**src/design/psx_pkg.sv**
```systemverilog
// Purpose: Constants and carrier types for the partial store and trap execution slice
// Assumes: 64-bit registers, 64-bit doubleword memory data path
// Notes: Access type codes name byte count minus one
package psx_pkg;

  // ==========================================================
  // Opcode fields
  localparam logic [5:0] OP_REG_FORMAT = 6'h00;
  localparam logic [5:0] OP_STORE_LEFT = 6'h2A;
  localparam logic [5:0] OP_STORE_RIGHT = 6'h2E;
  localparam logic [5:0] FN_SYNC = 6'h0F;
  localparam logic [5:0] FN_SYSTEM_CALL_INSTR = 6'h0C;
  localparam logic [5:0] FN_TRAP_EQ = 6'h34;
  localparam int OP_MSB = 31;
  localparam int OP_LSB = 26;
  localparam int RS_LSB = 21;
  localparam int RT_LSB = 16;

  // ==========================================================
  // Exception codes reported with an exception pulse
  typedef enum logic [2:0] {
    PSX_EXC_NONE = 3'h0,
    PSX_EXC_SYSTEM_CALL_INSTR = 3'h1,
    PSX_EXC_TRAP = 3'h2,
    PSX_EXC_TLB_REFILL = 3'h3,
    PSX_EXC_TLB_INVALID = 3'h4,
    PSX_EXC_TLB_MOD = 3'h5,
    PSX_EXC_BUS_ERR = 3'h6,
    PSX_EXC_ADDR_ERR = 3'h7
  } psx_exc_t;

  // ==========================================================
  // Sequencer states
  typedef enum logic [1:0] {
    PSX_IDLE = 2'b00,
    PSX_XLATE = 2'b01,
    PSX_STORE = 2'b10
  } psx_state_t;

  // Request from the issue stage
  typedef struct packed {
    logic [31:0] instr;
    logic [63:0] rs_val;
    logic [63:0] rt_val;
  } psx_req_t;

  // Translation answer
  typedef struct packed {
    logic [31:0] paddr;
    logic uncached;
    logic tlb_refill;
    logic tlb_invalid;
    logic tlb_mod;
    logic addr_err;
  } psx_xlt_t;

  // Store sent to memory
  typedef struct packed {
    logic [31:0] paddr;
    logic [1:0] access_type;
    logic [2:0] offset;
    logic [63:0] data;
    logic uncached;
  } psx_mem_t;

  // Whole module state
  typedef struct packed {
    psx_state_t state;
    logic is_left;
    logic [63:0] virtual_address;
    logic [63:0] rt_val;
    psx_mem_t mem;
    logic done;
    logic exc_valid;
    psx_exc_t exc;
  } psx_regs_t;

endpackage : psx_pkg

```
**src/design/psx_exec.sv**
```systemverilog
// Purpose: Executes partial-word stores, synchronise, system call and trap-if-equal
// Assumes: Issue stage drops the request after the cycle it is taken; one request at a time
// Notes: Translation and store each use a valid/done handshake with the core
`timescale 1ns/1ns
module psx_exec (
  input wire logic CORE_CLK_I,
  input wire logic RST_N_I,
  input wire logic CORE_ENDIAN_BIG_I,
  input wire logic MEMORY_ENDIAN_BIG_I,
  input wire logic USER_ENDIAN_SWAP_I,
  input wire logic REQ_VALID_I,
  input wire psx_pkg::psx_req_t REQ_I,
  output logic REQ_READY_O,
  output logic XLT_VALID_O,
  output logic [63:0] XLT_VIRTUAL_ADDRESS_O,
  input wire logic XLT_DONE_I,
  input wire psx_pkg::psx_xlt_t XLT_I,
  output logic MEM_VALID_O,
  output psx_pkg::psx_mem_t MEM_O,
  input wire logic MEM_DONE_I,
  input wire logic MEM_BUS_ERR_I,
  output logic DONE_O,
  output logic EXC_VALID_O,
  output psx_pkg::psx_exc_t EXC_CODE_O
);

  psx_pkg::psx_regs_t r_q;
  psx_pkg::psx_regs_t r_d;

  // ==========================================================
  // Decode
  logic [5:0] opc;
  logic [5:0] fnc;
  logic is_swl;
  logic is_swr;
  logic is_sync;
  logic is_sys;
  logic is_teq;
  logic [63:0] virtual_address_calc;
  logic [1:0] byte_idx;
  logic [2:0] paddr_lo;
  logic [63:0] sh_data;
  logic [31:0] word_data;

  assign opc = REQ_I.instr[psx_pkg::OP_MSB:psx_pkg::OP_LSB];
  assign fnc = REQ_I.instr[5:0];
  assign is_swl = opc == psx_pkg::OP_STORE_LEFT;
  assign is_swr = opc == psx_pkg::OP_STORE_RIGHT;
  // Code fields never looked at
  assign is_sync = opc == psx_pkg::OP_REG_FORMAT && fnc == psx_pkg::FN_SYNC;
  assign is_sys = opc == psx_pkg::OP_REG_FORMAT && fnc == psx_pkg::FN_SYSTEM_CALL_INSTR;
  assign is_teq = opc == psx_pkg::OP_REG_FORMAT && fnc == psx_pkg::FN_TRAP_EQ;

  // Sign-extended offset plus base
  assign virtual_address_calc = REQ_I.rs_val + {{48{REQ_I.instr[15]}}, REQ_I.instr[15:0]};

  // Byte index follows core endianness
  assign byte_idx = r_q.virtual_address[1:0] ^ {2{CORE_ENDIAN_BIG_I}};

  // Physical low bits after user endian swap
  assign paddr_lo = XLT_I.paddr[2:0] ^ {3{USER_ENDIAN_SWAP_I}};

  // Merged data lanes for both partial stores
  always_comb begin
    if (r_q.is_left) begin
      word_data = 32'(r_q.rt_val[31:0] >> (6'd24 - {byte_idx, 3'b000}));
    end else begin
      word_data = 32'(r_q.rt_val[31:0] << {byte_idx, 3'b000});
    end
    if ((r_q.virtual_address[2] ^ CORE_ENDIAN_BIG_I) == 1'b0) begin
      sh_data = {32'h0000_0000, word_data};
    end else begin
      sh_data = {word_data, 32'h0000_0000};
    end
  end

  // ==========================================================
  // Next state
  always_comb begin
    r_d = r_q;
    r_d.done = 1'b0;
    r_d.exc_valid = 1'b0;
    r_d.exc = psx_pkg::PSX_EXC_NONE;
    unique case (r_q.state)
      psx_pkg::PSX_IDLE: begin
        if (REQ_VALID_I) begin
          r_d.virtual_address = virtual_address_calc;
          r_d.rt_val = REQ_I.rt_val;
          r_d.is_left = is_swl;
          if (is_swl || is_swr) begin
            r_d.state = psx_pkg::PSX_XLATE;
          end else if (is_sys) begin
            r_d.exc_valid = 1'b1;
            r_d.exc = psx_pkg::PSX_EXC_SYSTEM_CALL_INSTR;
          end else if (is_teq && REQ_I.rs_val == REQ_I.rt_val) begin
            r_d.exc_valid = 1'b1;
            r_d.exc = psx_pkg::PSX_EXC_TRAP;
          end else if (is_sync) begin
            // Synchronise completes with no exception
            r_d.done = 1'b1;
          end else begin
            // Other codes retire quietly as no-ops
            r_d.done = 1'b1;
          end
        end
      end
      psx_pkg::PSX_XLATE: begin
        if (XLT_DONE_I) begin
          if (XLT_I.tlb_refill || XLT_I.tlb_invalid || XLT_I.tlb_mod || XLT_I.addr_err) begin
            r_d.state = psx_pkg::PSX_IDLE;
            r_d.exc_valid = 1'b1;
            if (XLT_I.tlb_refill) begin
              r_d.exc = psx_pkg::PSX_EXC_TLB_REFILL;
            end else if (XLT_I.tlb_invalid) begin
              r_d.exc = psx_pkg::PSX_EXC_TLB_INVALID;
            end else if (XLT_I.tlb_mod) begin
              r_d.exc = psx_pkg::PSX_EXC_TLB_MOD;
            end else begin
              r_d.exc = psx_pkg::PSX_EXC_ADDR_ERR;
            end
          end else begin
            r_d.state = psx_pkg::PSX_STORE;
            r_d.mem.paddr = {XLT_I.paddr[31:3], paddr_lo};
            // Low bits cleared toward word lane per memory endianness
            if (r_q.is_left && !MEMORY_ENDIAN_BIG_I) begin
              r_d.mem.paddr[1:0] = 2'b00;
            end
            if (!r_q.is_left && MEMORY_ENDIAN_BIG_I) begin
              r_d.mem.paddr[1:0] = 2'b00;
            end
            r_d.mem.offset = r_d.mem.paddr[2:0];
            if (r_q.is_left) begin
              r_d.mem.access_type = byte_idx;
            end else begin
              r_d.mem.access_type = 2'd3 - byte_idx;
            end
            r_d.mem.data = sh_data;
            r_d.mem.uncached = XLT_I.uncached;
          end
        end
      end
      psx_pkg::PSX_STORE: begin
        if (MEM_BUS_ERR_I) begin
          r_d.state = psx_pkg::PSX_IDLE;
          r_d.exc_valid = 1'b1;
          r_d.exc = psx_pkg::PSX_EXC_BUS_ERR;
        end else if (MEM_DONE_I) begin
          r_d.state = psx_pkg::PSX_IDLE;
          r_d.done = 1'b1;
        end
      end
      default: begin
        r_d.state = psx_pkg::PSX_IDLE;
      end
    endcase
  end

  // ==========================================================
  // State register
  always_ff @(posedge CORE_CLK_I) begin
    if (!RST_N_I) begin
      r_q <= '0;
    end else begin
      r_q <= r_d;
    end
  end

  // Outputs
  assign REQ_READY_O = r_q.state == psx_pkg::PSX_IDLE;
  assign XLT_VALID_O = r_q.state == psx_pkg::PSX_XLATE;
  assign XLT_VIRTUAL_ADDRESS_O = r_q.virtual_address;
  assign MEM_VALID_O = r_q.state == psx_pkg::PSX_STORE;
  assign MEM_O = r_q.mem;
  assign DONE_O = r_q.done;
  assign EXC_VALID_O = r_q.exc_valid;
  assign EXC_CODE_O = r_q.exc;

endmodule : psx_exec

```
**config.mk**
```make
export PLATFORM = sky130hd
export DESIGN_NAME = psx_exec
export DESIGN_NICKNAME = d
export VERILOG_FILES = /design/src/design/psx_pkg.sv /design/src/design/psx_exec.sv
export SDC_FILE = /design/constraint.sdc
export NUM_CORES = 1
export LEC_CHECK = 0
export BUFFER_PORTS_ARGS = -buffer_cell sky130_fd_sc_hd__buf_2
export CAP_MARGIN = 20
export CELL_PAD_IN_SITES_DETAIL_PLACEMENT = 1
export CELL_PAD_IN_SITES_GLOBAL_PLACEMENT = 2
export CORE_UTILIZATION = 32
export CTS_BUF_LIST = sky130_fd_sc_hd__clkbuf_16
export DETAILED_ROUTE_END_ITERATION = 8
export GPL_TIMING_DRIVEN = 0
export PLACE_DENSITY_LB_ADDON = 0.12
export SLEW_MARGIN = 20
export SYNTH_ARGS = -nofsm -noshare
export SYNTH_HDL_FRONTEND = slang
export SYNTH_SLANG_ARGS = --single-unit
```
**constraint.sdc**
```tcl
create_clock -name CORE_CLK_I -period 5.42 [get_ports CORE_CLK_I]
set_input_delay 1.084 -clock CORE_CLK_I [delete_from_list [all_inputs] [get_ports CORE_CLK_I]]
set_output_delay 1.084 -clock CORE_CLK_I [all_outputs]
set_load 0.005 [all_outputs]
```
* Yosys cells after proc, flatten, opt, wreduce, memory -nomap -nowiden
Cells that the tools add are included.
** Storage, ports and cells
- Register bits :: 238
- Input port bits :: 206
- Word-level logic and storage cells :: 76
** Cells by class
- Shift operators :: 2
- Equality and inequality tests :: 11
- $add $sub $neg :: 3
- Multiplexer cells :: 28
- Bitwise operators :: 4
- Reductions and logical operators :: 16
** Operators with widths (count)
- 131-bit two-way mux :: 1
- 64-bit adder :: 1
- 64-bit == test :: 1
- 64-bit two-way mux :: 1
- 32-bit two-way mux :: 1
- 32-bit by 5-bit << shifter with 32-bit output :: 1
- 32-bit by 6-bit >> shifter with 32-bit output :: 1
- 2-bit two-way mux :: 10
- 4-bit two-way mux :: 5
- 6-bit == test, second input constant :: 3
- 4-bit one-hot mux with 3 select lines :: 1
- 5-bit two-way mux :: 2
- 6-bit by 4-bit == test with 1-bit output, second input constant :: 1
- 6-bit zero test :: 1
- 2-bit one-hot mux with 3 select lines :: 1
- 5-bit by 5-bit subtractor with 6-bit output, first input constant :: 1
- 1-bit logical AND :: 5
- 1-bit logical OR :: 4
- 1-bit two-way mux :: 4
- 2-bit by 1-bit != test with 1-bit output, second input constant :: 2
- 4-bit AND reduction :: 1
- 3-bit two-way mux :: 1
- 3-bit by 1-bit != test with 1-bit output, second input constant :: 1
- 3-bit AND reduction :: 1
- 12 further kinds :: 13

* Depth between registers and ports, before layout
Gate-level depths: netlist of run 1.
- Depth after elaboration :: 8
- Depth in mapped cells :: 11

* Least setup slack after synthesis of run 1
OpenSTA, ideal clock, no wires.
- Path type :: input -> register
- From :: in REQ_I[83] (netlist bit)
- To :: reg r_q, in the netlist XLT_VIRTUAL_ADDRESS_O[45]
- Setup slack :: 1959 ps
- Arrival time :: 3339 ps
- Stages on the path :: 11
- Cell sequence :: ha_1 buf_2 nand4_1 or2_1 nand2b_4 a2111oi_4 o21bai_2 a211oi_4 nor2_1 o2111a_1 a221o_1
** On the way
- Word-level cells in the longest chain between the ends :: 1
** RTL lines
- start, declared :: line psx_exec.sv:12 : input wire psx_pkg::psx_req_t REQ_I,
- 64-bit adder :: line psx_exec.sv:55 : assign virtual_address_calc = REQ_I.rs_val + {{48{REQ_I.instr[15]}}, REQ_I.instr[15:0]};
- end signal, assigned :: line psx_exec.sv:164 : r_q <= r_d;
- end, declared :: line psx_exec.sv:27 : psx_pkg::psx_regs_t r_q;
No other way between the ends.
A chain may end at the register's enable or synchronous reset.

* Final worst setup path of run 1
- From :: in REQ_I[143] (netlist bit)
- To :: reg r_q, in the netlist XLT_VIRTUAL_ADDRESS_O[63]
Same word-level chain as after synthesis.

==> results of run 1 <==
[Yosys cell counts, drive strengths merged (15+ instances only)]
| library cell | instances |
|---|---|
| nor2b | 23 |
| mux2i | 26 |
| a21boi | 68 |
| nand3 | 19 |
| ha | 63 |
| nand2 | 354 |
| and2 | 76 |
| nor3 | 15 |
| nand4 | 33 |
| nor2 | 88 |
| dfxtp | 203 |
| inv | 36 |
| o21bai | 18 |
| a22oi | 38 |
| buf | 187 |
| a21oi | 97 |
| xnor2 | 73 |
| xor2 | 36 |
| a21o | 25 |
| clkbuf | 81 |
| o21ai | 170 |
[through the flow]
stage	setup slack (ns)	cells	instance area, sq um	hold slack, ns	utilization
3_5_place_dp	0.381	2845	16900	0.456	0.382
6_report	0.814	2886	17600	0.461	0.398
5_1_grt	0.712	2886	17600	0.485	0.398
2_1_floorplan	1.96	1885	14300	0.426	-
4_1_cts	0.921	2885	17600	0.465	0.398
3_3_place_gp	0.115	2845	16900	0.444	0.382
[per-layer routing]
| metal | track usage | part of all wire | vias up | wire length [um] |
|---|---|---|---|---|
| li1 | - | - | 7154 | - |
| met1 | 0.334 | 0.45 | 6976 | 27000 |
| met2 | 0.433 | 0.47 | 406 | 28000 |
| met3 | 0.0324 | 0.047 | 94 | 2820 |
| met4 | 0.0998 | 0.038 | 2 | 2280 |
| met5 | 0 | 0.00020 | - | 12 |
[final cells by class]
type | instances | area share
Timing Repair Buffer | 368 | 0.105
Sequential cell | 203 | 0.231
Antenna cell | 1 | 0.000142
Clock inverter | 15 | 0.00385
Buffer | 268 | 0.0941
Clock buffer | 25 | 0.0356
Inverter | 36 | 0.00769
Multi-Input combinational cell | 1378 | 0.480
Tap cell | 592 | 0.0422
[registers in the layout, summed over array words and instances (netlist names)]
name,count
MEM_O,99
DONE_O,1
XLT_VIRTUAL_ADDRESS_O,64
r_q,35
EXC_VALID_O,1
EXC_CODE_O,3
[kinds of logic (layout without fill, tap and decap cells)]
kind of cell             count (synthesis)  after routing  share of synthesized area
other                                    0              1                          0
buffers and inverters                  304            712                      0.125
flip-flops                             203            203                      0.284
XOR/XNOR                               109            109                     0.0668
AND/OR/NAND/NOR                        653            653                      0.208
AO/OA/AOI/OAI                          525            525                      0.240
multiplexers                            27             27                     0.0190
adder cells (fa/ha/maj)                 64             64                     0.0566
[worst max-delay path: cells and delay by family]
kind	cells	cell delay, ns
fa+ha+maj	1	0.39
xor+xnor	1	0.23
simple gates	2	0.47
buf+inv	1	0.82
compound gates	5	1.95
[power breakdown]
group / internal (mW) / total, mW / switching [mW]
Clock: 0.824 / 1.49 / 0.661
Combinational: 0.456 / 1.14 / 0.688
Sequential: 1.56 / 1.62 / 0.0593
[worst paths after layout]
| path | start | to | slack, ns | depth (start not counted) |
|---|---|---|---|---|
| max | REQ_I[143] | XLT_VIRTUAL_ADDRESS_O[63] | 0.81 | 10 |
| min | XLT_VIRTUAL_ADDRESS_O[41] | XLT_VIRTUAL_ADDRESS_O[41] | 0.46 | 2 |
| min reg2reg | XLT_VIRTUAL_ADDRESS_O[41] | XLT_VIRTUAL_ADDRESS_O[41] | 0.46 | 2 |
| max reg2reg | r_q[236] | r_q[131] | 2.73 | 7 |
==> implementation parameters, run 1 <==
Parameter                              Value

Outcome
  Result of the run ... finished, final reports clean

Route
  Residual antenna-violating net count after detailed routing ... 0
  DRC Markers ... 0
  Routed WL per cell ... 20.9 um
  DR pass1 iterations ... 5
  Initial DRC count ... 801
  Count of vias placed by the detailed router ... 14.6k
  Detailed Route WL ... between 60000 and 70000 um
  Post-detailed-route via-to-cell ratio ... 5.07

Pwr
  Final Total Pwr ... 4.25 mW
  Power density relative to cell area ... between 200 and 250 nW/um^2
  Worst vdd ir ... 0.230 mV
  Total leakage power ... 7.95 nW

STA
  Fraction of the cycle the final worst path needs ... 0.850
  RSZ-0062 raised after global routing ... false
  Transition time at the pin with the least slew margin ... between 1 and 1.5 ns
  Relative slew slack ... 0.250
  Final count of negative-setup-slack endpoints ... 0
  Layout Skew ... 0.0170 ns
  Setup TNS ... 0 ns
  Max Fclk ... ~220 MHz
  Pins Over Slew Limit ... 0
  Final number of hold-violating endpoints ... 0
  Clock period minus final worst setup slack ... 4.61 ns

Worst setup path
  Data required time of the critical path ... 5.81 ns
  Crit path kind ... in2reg
  Arrival @ worst endpoint ... 5.00 ns
  Biggest fanout along the worst timing path ... 49
  Launching element type of the critical path ... primary input
  Critical Path End Type ... register
  Slowest Stage Delay on Critical Path ... roughly 0.83 ns
  Slowest stage cell on the critical path ... a2111oi_1
  CP cell instances ... buf_2, ha_1, nand4_1, or2_1, a2111oi_1, o2111ai_1, a31oi_1, o21ai_0, xnor2_1, o21ai_0
  CP dominant cell by count ... o21ai_0

Yosys
  Most area-hungry cell type in the Yosys netlist ... dfxtp_1
  Most used flip-flop cell after synthesis ... dfxtp_1
  Syn. warnings ... 0
  Fraction of the yosys area taken by sequential cells ... 0.284
  Number of library cell types mapped by synthesis ... 76
  Net count after synthesis ... 2155
  Number of standard cells after synthesis ... 1885
  FF+latch count, synth ... approximately 200
  Top area cells in the synthesized netlist ... dfxtp_1 28%, nand2_1 9.3%, buf_4 8.9%
  Area share of the leading cell type in the synthesized netlist ... 0.284
  Post-Syn Area per Cell ... 7.58 sq um
  Post-synth EDFFs ... 0
  Netlist area before placement ... 14300 sq um
  Share of synthesized registers carrying an async set or reset ... 0

Clock network
  Post-CTS Hold Fix Bufs ... 0
  Count of clock tree sinks ... 203
  Number of clock buffers inserted by TritonCTS ... 25
  Library cell used as clock root buffer ... clkbuf_16
  Clk buf depth ... 3
  Setup repair bufs after CTS ... 0
  Clk slew on worst S/H paths ... about 0.060 ns
  Resize count post-CTS ... 0
  Clock tree from TritonCTS ... done
  H-tree depth ... 1
  Clock network latency to the later pin of the worst-skew pair ... 0.54 ns

Cells and area
  Share of cells above drive strength 1 ... 0.258
  Number of inserted filler cells in the final layout ... 5619
  Highest-count cells in the layout ignoring fill and taps ... 374 x buf_2, 354 x nand2_1, 203 x dfxtp_1
  Most common library cell in the layout ignoring fill and taps ... buf_2
  Area overhead of the layout relative to synthesis ... 23.0%
  Multi-input combinational cell area ... around 8400 sq um
  Sequential cell area ... 4060 sq um
  Nets ... 2550

Floorplan
  Core box area ... 44100 sq um
  I/O pin cnt ... 380
  Horizontal die dimension ... about 210 um
  Starting Density ... 0.324
  Row count ... 77
  Area of the die ... 45500 sq um
  Die outline height ... 213 um

Placed design
  Post-DP HPWL ... approximately 50000 um
  Count of input and output buffers ... roughly 370
  Weighted congestion at the end of routability-driven global placement ... 0.932

GRT
  Total overflow reported by the global router ... 0
  Combined global-route utilization of all metal layers ... 0.258
  Number of global-route vias before repair ... 14.7k
  Largest net degree at the start of global routing ... 50
  First-pass GRT wire length ... 88300 um
  Number of antenna violations at the first check in global routing ... 3

Run
  Maximum capacitance violations ... 0

Hold path
  Worst min path class ... reg2reg
(Power assumes the default switching activity.)
==> run 2, diff against run 1 <==
ABC_AREA = 1   (was default)
CORE_UTILIZATION = 28   (was 32)
clock period = 4.5 ns   (was 5.42 ns; I/O delays follow)
==> run 2 against run 1 <==
  * Utilization fell by 5.1 points
  * Via count rose by 25%
  * Sequential power rose by 19%
  * Worst hold slack improved by 0.0036 ns
  * Die area rose by 31%
  * Sequential share of layout area fell by 2.9 points
  * Area after synthesis rose by 15%
  * Total power rose by 36%
  * Critical endpoint is now XLT_VIRTUAL_ADDRESS_O[58]
==> implementation parameters, run 2 <==
Parameter                              Value

Outcome
  Result of the run ... finished, final reports clean

Floorplan
  Starting Density ... 0.284 (-0.0403)
  I/O pin cnt ... 380 (unchanged)
  Core box area ... 57800 sq um (+31%)
  Area of the die ... 59500 sq um (+31%)
  Row count ... 88 (+14%)
  Die outline height ... 244 um (+14%)
  Horizontal die dimension ... 244 um (+14%)

Yosys
  Area share of the leading cell type in the synthesized netlist ... 0.248 (-0.0365)
  Share of cell area taken by muxes after synthesis ... 0.000611 (-0.0184)
  Netlist area before placement ... 16400 sq um (+15%)
  Adder-cell share of the synthesized area ... 0.0493 (-0.00725)
  Most used flip-flop cell after synthesis ... dfxtp_1
  Share of synthesized registers carrying an async set or reset ... 0 (unchanged)
  Number of standard cells after synthesis ... 2870 (+52%)
  Xor and xnor area share after synthesis ... 0.0266 (-0.0402)
  Top area cells in the synthesized netlist ... dfxtp_1 25%, nand2_1 21%, inv_1 11%
  Number of library cell types mapped by synthesis ... 38 (-50%)
  Fraction of the yosys area taken by sequential cells ... 0.248 (-0.0365)
  FF+latch count, synth ... 203 (unchanged)
  Library cell with the highest instance count after synthesis ... nand2_1
  Post-synth EDFFs ... 0 (unchanged)
  Syn. warnings ... 0 (unchanged)
  Post-Syn Area per Cell ... 5.71 sq um (-25%)
  Top post-synthesis cells by count ... 919 x nand2_1, 498 x inv_1, 362 x nor2_1, 203 x dfxtp_1, 170 x buf_4
  Dominant combinational cell family by area after synthesis ... simple AND/OR/NAND/NOR gates
  Share of the synthesized area in compound gates (AO/OA/AOI/OAI) ... 0.113 (-0.128)
  Most area-hungry cell type in the Yosys netlist ... dfxtp_1
  Net count after synthesis ... 3140 (+46%)
  Simple-gate share of the synthesized area ... 0.349 (+0.141)

Pwr
  Sequential fraction of design power ... 0.333 (-0.048)
  Net Sw Power ... 2.01 mW (+43%)
  Final Total Pwr ... 5.78 mW (+36%)
  Worst vdd ir ... 0.251 mV (+9.1%)
  Proportion of power drawn by combinational gates ... 0.285 (+0.016)
  Net switching share of the total power ... 0.348 (+0.0160)
  Power density relative to cell area ... 288 nW/um^2 (+19%)
  Internal power of the cells ... 3.77 mW (+33%)
  Total leakage power ... 11.6 nW (+46%)
  Share of power burned in the clock network ... 0.382 (+0.032)

Route
  Uppermost metal layer occupied by signal nets ... met4
  Detailed Route WL ... 73800 um (+23%)
  Post-detailed-route via-to-cell ratio ... 4.50 (-11%)
  Met2 routed wirelength ... 36600 um (+30%)
  DR pass1 iterations ... 5 (unchanged)
  DRC Markers ... 0 (unchanged)
  Count of vias placed by the detailed router ... 18.2k (+25%)
  Routed met3 length ... 1940 um (-31%)
  Residual antenna-violating net count after detailed routing ... 0 (unchanged)
  Initial DRC count ... 721 (-10%)
  Wire length the detailed router placed on met1 ... 33000 um (+22%)
  Routed WL per cell ... 18.2 um (-13%)

Clock network
  Resize count post-CTS ... 0 (unchanged)
  Clk slew on worst S/H paths ... 0.06 ns (about the same)
  Clock network latency to the later pin of the worst-skew pair ... 0.57 ns (+0.03 ns)
  Library cell used as clock root buffer ... clkbuf_16
  Number of clock buffers inserted by TritonCTS ... 26 (+4.0%)
  Count of clock tree sinks ... 203 (unchanged)
  Setup repair bufs after CTS ... 0 (unchanged)
  Post-CTS Hold Fix Bufs ... 0 (unchanged)
  Clock tree from TritonCTS ... done
  H-tree depth ... 1 (unchanged)
  Clk buf depth ... 3 (unchanged)

GRT
  Combined global-route utilization of all metal layers ... 0.245 (-0.0126)
  Number of global-route vias before repair ... 18.8k (+28%)
  Total overflow reported by the global router ... 0 (unchanged)
  Largest net degree at the start of global routing ... 50 (unchanged)
  First-pass GRT wire length ... 111000 um (+26%)
  Number of antenna violations at the first check in global routing ... 4 (+1)

Cells and area
  Highest-count cells in the layout ignoring fill and taps ... 919 x nand2_1, 500 x inv_1, 384 x buf_2
  Share of cells above drive strength 1 ... 0.191 (-0.0669)
  Flip-flop count of the largest register after layout ... 99 (unchanged)
  Nets ... 3536 (+39%)
  Most common library cell in the layout ignoring fill and taps ... nand2_1
  Area overhead of the layout relative to synthesis ... 22.6%

STA
  Setup TNS ... 0 ns (unchanged)
  RSZ-0062 raised after global routing ... false
  Pins Over Slew Limit ... 0 (unchanged)
  Final number of hold-violating endpoints ... 0 (unchanged)
  Layout Skew ... 0.0136 ns (-0.00344 ns)
  Relative slew slack ... 0.283 (+0.0325)
  Clock period minus final worst setup slack ... 3.44 ns
  Fraction of the cycle the final worst path needs ... 0.764
  Transition time at the pin with the least slew margin ... 1.08 ns (-0.0487 ns)
  Final count of negative-setup-slack endpoints ... 0 (unchanged)
  Max Fclk ... 291 MHz

Placed design
  Post-DP HPWL ... 63900 um (+27%)
  Count of input and output buffers ... 368 (unchanged)
  Weighted congestion at the end of routability-driven global placement ... 0.891 (-4.4%)

Worst setup path
  Critical Path End Type ... register
  Data required time of the critical path ... 4.96 ns (-0.85 ns)
  Launching element type of the critical path ... primary input
  Crit path kind ... in2reg
  Worst setup slack for register-to-register paths ... 1.83 ns (-0.90 ns)
  Arrival @ worst endpoint ... 3.90 ns (-1.10 ns)
  Biggest fanout along the worst timing path ... 49 (unchanged)

Hold path
  Worst min path class ... reg2reg

Run
  Maximum capacitance violations ... 0 (unchanged)
[run 2: area by class of cell]
| cell class | count | area (sq um) |
|---|---|---|
| Antenna cell | 3 | 7.51 |
| Buffer | 247 | 1610 |
| Clock buffer | 26 | 651 |
| Clock inverter | 20 | 240 |
| Fill cell | 7913 | 37700 |
| Inverter | 506 | 1900 |
| Multi-Input combinational cell | 1914 | 8820 |
| Sequential cell | 203 | 4060 |
| Tap cell | 765 | 957 |
| Timing Repair Buffer | 368 | 1840 |
[run 2: cell families after synthesis]
| group | Yosys count |
|---|---|
| xor gates and xnor gates | 49 |
| muxes | 1 |
| buffers and inverters | 753 |
| DFF | 203 |
| adders and majority gates | 64 |
| and+or+nand+nor | 1447 |
| AOI/OAI and AO/OA | 353 |
[run 2: critical path, cell delays in order]
cell,delay [ns]
buf_2,0.78
ha_1,0.33
nand2_1,0.14
nor2_1,0.16
inv_1,0.09
nor3_1,0.44
nand3_1,0.14
nand2_1,0.25
nand2_1,0.16
nand3_1,0.10
nand3_1,0.18
nand2_1,0.13
inv_1,0.05
[run 2: worst paths after layout]
path / start / end / depth (start not counted)
max: REQ_I[143] / XLT_VIRTUAL_ADDRESS_O[58] / 13
min: MEM_O[51] / MEM_O[51] / 2
max reg2reg: r_q[237] / XLT_VIRTUAL_ADDRESS_O[32] / 8
min reg2reg: MEM_O[51] / MEM_O[51] / 2
[run 2: power groups by stage]
stage | Combinational (mW) | Sequential (mW) | Clock (mW)
floorplan | 0.987 | 1.95 | 0
global placement | 1.64 | 1.96 | 0
detailed placement | 1.66 | 1.96 | 0
CTS | 1.67 | 1.92 | 2.27
global route | 1.84 | 1.93 | 2.34
finish | 1.65 | 1.92 | 2.21
[run 2: stage by stage]
stage	worst slack (ns)	cell area, sq um	std cells	hold slack [ns]	utilization
3_5_place_dp	0.504	19200	4003	0.457	0.332
6_report	1.06	20100	4052	0.464	0.348
5_1_grt	0.915	20100	4052	0.489	0.348
4_1_cts	1.11	20100	4049	0.466	0.347
3_3_place_gp	0.579	19200	4003	0.450	0.332
2_1_floorplan	1.90	16400	2870	0.436	-
[run 2: metal layers]
metal  track usage  vias up
met4        0.0756        0
met5             0        -
met2         0.446      290
met1         0.304     8478
met3        0.0193       95
li1              -     9357
==> run 3, diff against run 2 <==
CORE_UTILIZATION = 25   (was 28)
clock period = 2.95 ns   (was 4.5 ns; I/O delays follow)
==> run 3 against run 2 <==
  * Sequential share of layout area down 0.052 points
  * Worst hold slack worse by 0.20 ns
  * Cell count up 2.3%
  * Non-clock buffer count unchanged
  * Clock skew up 0.018 ns
  * Highest routed layer unchanged
  * Sequential cell count unchanged
  * Clock-buffer cell count up 1
  * Wire length up 3.6%
==> implementation parameters, run 3 (synthesis results as in run 2) <==
Parameter                              Value

Clock network
  Clock network latency to the later pin of the worst-skew pair ... 0.57 ns (about the same)
  Setup repair bufs after CTS ... 0 (unchanged)
  H-tree depth ... 1 (unchanged)
  Number of clock buffers inserted by TritonCTS ... 27 (+3.8%)
  Clock tree from TritonCTS ... done
  Clk buf depth ... 3 (unchanged)
  Post-CTS Hold Fix Bufs ... 0 (unchanged)
  Library cell used as clock root buffer ... clkbuf_16
  Clk slew on worst S/H paths ... 0.06 ns (about the same)
  Resize count post-CTS ... 1 (+1)
  Count of clock tree sinks ... 203 (unchanged)

Worst setup path
  Launching element type of the critical path ... primary input
  Worst setup slack for register-to-register paths ... 0.26 ns (-1.57 ns)
  CP dominant cell by count ... nand2_1
  Data required time of the critical path ... 3.39 ns (-1.57 ns)
  Crit path kind ... in2reg
  Arrival @ worst endpoint ... 3.18 ns (-0.72 ns)
  Worst reg-to-reg path cell count ... 8 (unchanged)
  Number of logic stages on the critical path including buffering ... 15 (+2)
  Buffers & Inverters on Critical Path ... 2 (-1)
  Slowest stage cell on the critical path ... fa_1
  Top cell family by delay on the critical path ... simple AND/OR/NAND/NOR gates
  Critical Path End Type ... register
  Launching element of the worst setup path ... REQ_I[64]
  Reg-to-reg startpoint ... r_q[237]
  Biggest fanout along the worst timing path ... 4 (-92%)
  Critical R2R Capture ... XLT_VIRTUAL_ADDRESS_O[32]
  Slowest Stage Delay on Critical Path ... 0.49 ns (-0.29 ns)
  CP cell instances ... buf_2, ha_1, fa_1, nand3_1, nand3_1, nand2_1, nand2_1, nand2_1, nand3_1, nand2_1, nand3_1, nand2_1, nand3_1, nand2_1, inv_1
  Endpoint of the worst setup timing path ... XLT_VIRTUAL_ADDRESS_O[54]

Route
  Residual antenna-violating net count after detailed routing ... 0 (unchanged)
  Routed WL per cell ... 18.4 um (+1.3%)
  DR pass1 iterations ... 5 (unchanged)
  Count of vias placed by the detailed router ... 18.3k (+0.41%)
  Detailed Route WL ... 76400 um (+3.6%)
  Routed met3 length ... 2050 um (+5.6%)
  Met2 routed wirelength ... 38100 um (+4.3%)
  Wire length the detailed router placed on met1 ... 34500 um (+4.6%)
  Post-detailed-route via-to-cell ratio ... 4.41 (-1.8%)
  Initial DRC count ... 703 (-2.5%)
  Uppermost metal layer occupied by signal nets ... met4
  DRC Markers ... 0 (unchanged)

Floorplan
  Die outline height ... 258 um (+5.8%)
  Horizontal die dimension ... 258 um (+5.8%)
  Area of the die ... 66600 sq um (+12%)
  I/O pin cnt ... 380 (unchanged)
  Row count ... 93 (+5.7%)
  Core box area ... 64600 sq um (+12%)
  Starting Density ... 0.254 (-0.0297)

GRT
  First-pass GRT wire length ... 114000 um (+2.5%)
  Largest net degree at the start of global routing ... 50 (unchanged)
  Total overflow reported by the global router ... 0 (unchanged)
  Combined global-route utilization of all metal layers ... 0.225 (-0.0201)
  Number of antenna violations at the first check in global routing ... 5 (+1)
  Number of global-route vias before repair ... 18.7k (-0.78%)

Hold path
  Worst min path class ... in2reg
  Start point of the worst min-delay path ... XLT_I[35]

Pwr
  Worst vdd ir ... 0.384 mV (+53%)
  Final Total Pwr ... 8.65 mW (+50%)
  Internal power of the cells ... 5.54 mW (+47%)
  Net Sw Power ... 3.11 mW (+55%)
  Share of power burned in the clock network ... 0.368 (-0.014)
  Proportion of power drawn by combinational gates ... 0.292 (+0.007)
  Net switching share of the total power ... 0.360 (+0.0121)
  Sequential fraction of design power ... 0.340 (+0.007)
  Power density relative to cell area ... 430 nW/um^2 (+49%)
  Total leakage power ... 11.6 nW (about the same)

Cells and area
  Final core area utilization ... 0.312 (-0.0357)
  Most common library cell in the layout ignoring fill and taps ... nand2_1
  Area overhead of the layout relative to synthesis ... 22.9%
  Number of inserted filler cells in the final layout ... 8626 (+9.0%)
  Nets ... 3537 (+0.028%)
  Share of cells above drive strength 1 ... 0.192 (+0.000551)
  Flip-flop count of the largest register after layout ... 99 (unchanged)
  Highest-count cells in the layout ignoring fill and taps ... 919 x nand2_1, 500 x inv_1, 383 x buf_2

Placed design
  Post-DP HPWL ... 66200 um (+3.7%)
  Weighted congestion at the end of routability-driven global placement ... 0.889 (-0.24%)
  Count of input and output buffers ... 368 (unchanged)

STA
  Relative slew slack ... 0.425 (+0.142)
  Max Fclk ... between 300 and 400 MHz
  Fraction of the cycle the final worst path needs ... 0.927
  Clock period minus final worst setup slack ... 2.74 ns
  Pins Over Slew Limit ... 0 (unchanged)
  Transition time at the pin with the least slew margin ... 0.863 ns (-0.213 ns)
  Final number of hold-violating endpoints ... 0 (unchanged)
  RSZ-0062 raised after global routing ... false
  Final count of negative-setup-slack endpoints ... 0 (unchanged)
  Layout Skew ... 0.0314 ns (+0.0178 ns)

Run
  Maximum capacitance violations ... 0 (unchanged)

Outcome
  Result of the run ... finished, final reports clean
## run 3: area by class of cell
cell class              count  area (sq um)  share of cell area
repair buffers            368          1840              0.0916
multi-input cells        1914          8820               0.438
plain buffers             247          1610              0.0799
clock buffers              27           676              0.0335
well taps                 855          1070              0.0531
flip-flops and latches    203          4060               0.202
inverters                 506          1900              0.0943
diodes                      4          10.0            0.000497
clock inverters            20           149             0.00739
## run 3: power groups by stage
stage / Sequential [mW] / Clock [mW] / Combinational, mW
3_5_place_dp: 3.00 / 0 / 2.55
6_report: 2.94 / 3.19 / 2.53
4_1_cts: 2.94 / 3.27 / 2.57
3_3_place_gp: 3.00 / 0 / 2.53
2_1_floorplan: 2.97 / 0 / 1.51
5_1_grt: 2.95 / 3.37 / 2.83
## run 3: worst min path at each step
stage | to | slack, ns | depth (start not counted)
global route | MEM_O[97] | 0.26 | 3
global placement | r_q[121] | 0.46 | 2
floorplan | r_q[115] | 0.44 | 2
detailed placement | MEM_O[9] | 0.46 | 2
finish | MEM_O[100] | 0.27 | 3
CTS | MEM_O[99] | 0.25 | 3
## run 3: stage by stage
stage	setup TNS, ns	setup WS (ns)	hold WS [ns]	cell area, sq um	std cells
floorplan	0	0.657	0.436	16400	2870
global placement	-17.92	-0.667	0.455	19300	4093
detailed placement	-19.88	-0.701	0.459	19300	4093
CTS	0	0.193	0.246	20100	4140
global route	0	0.00609	0.264	20100	4144
finish	0	0.215	0.267	20100	4144
## run 3: worst register-to-register path, delay by kind of cell, from the launching register on
family	cells	cell delay [ns]
and+or+nand+nor	4	1.04
DFF	1	0.34
buffers and inverters	4	1.22
## run 3: per-layer routing
layer / vias to the layer above / track usage
li1: 9367 / -
met1: 8551 / 0.284
met2: 299 / 0.410
met3: 78 / 0.0170
met4: 0 / 0.0570
met5: - / 0
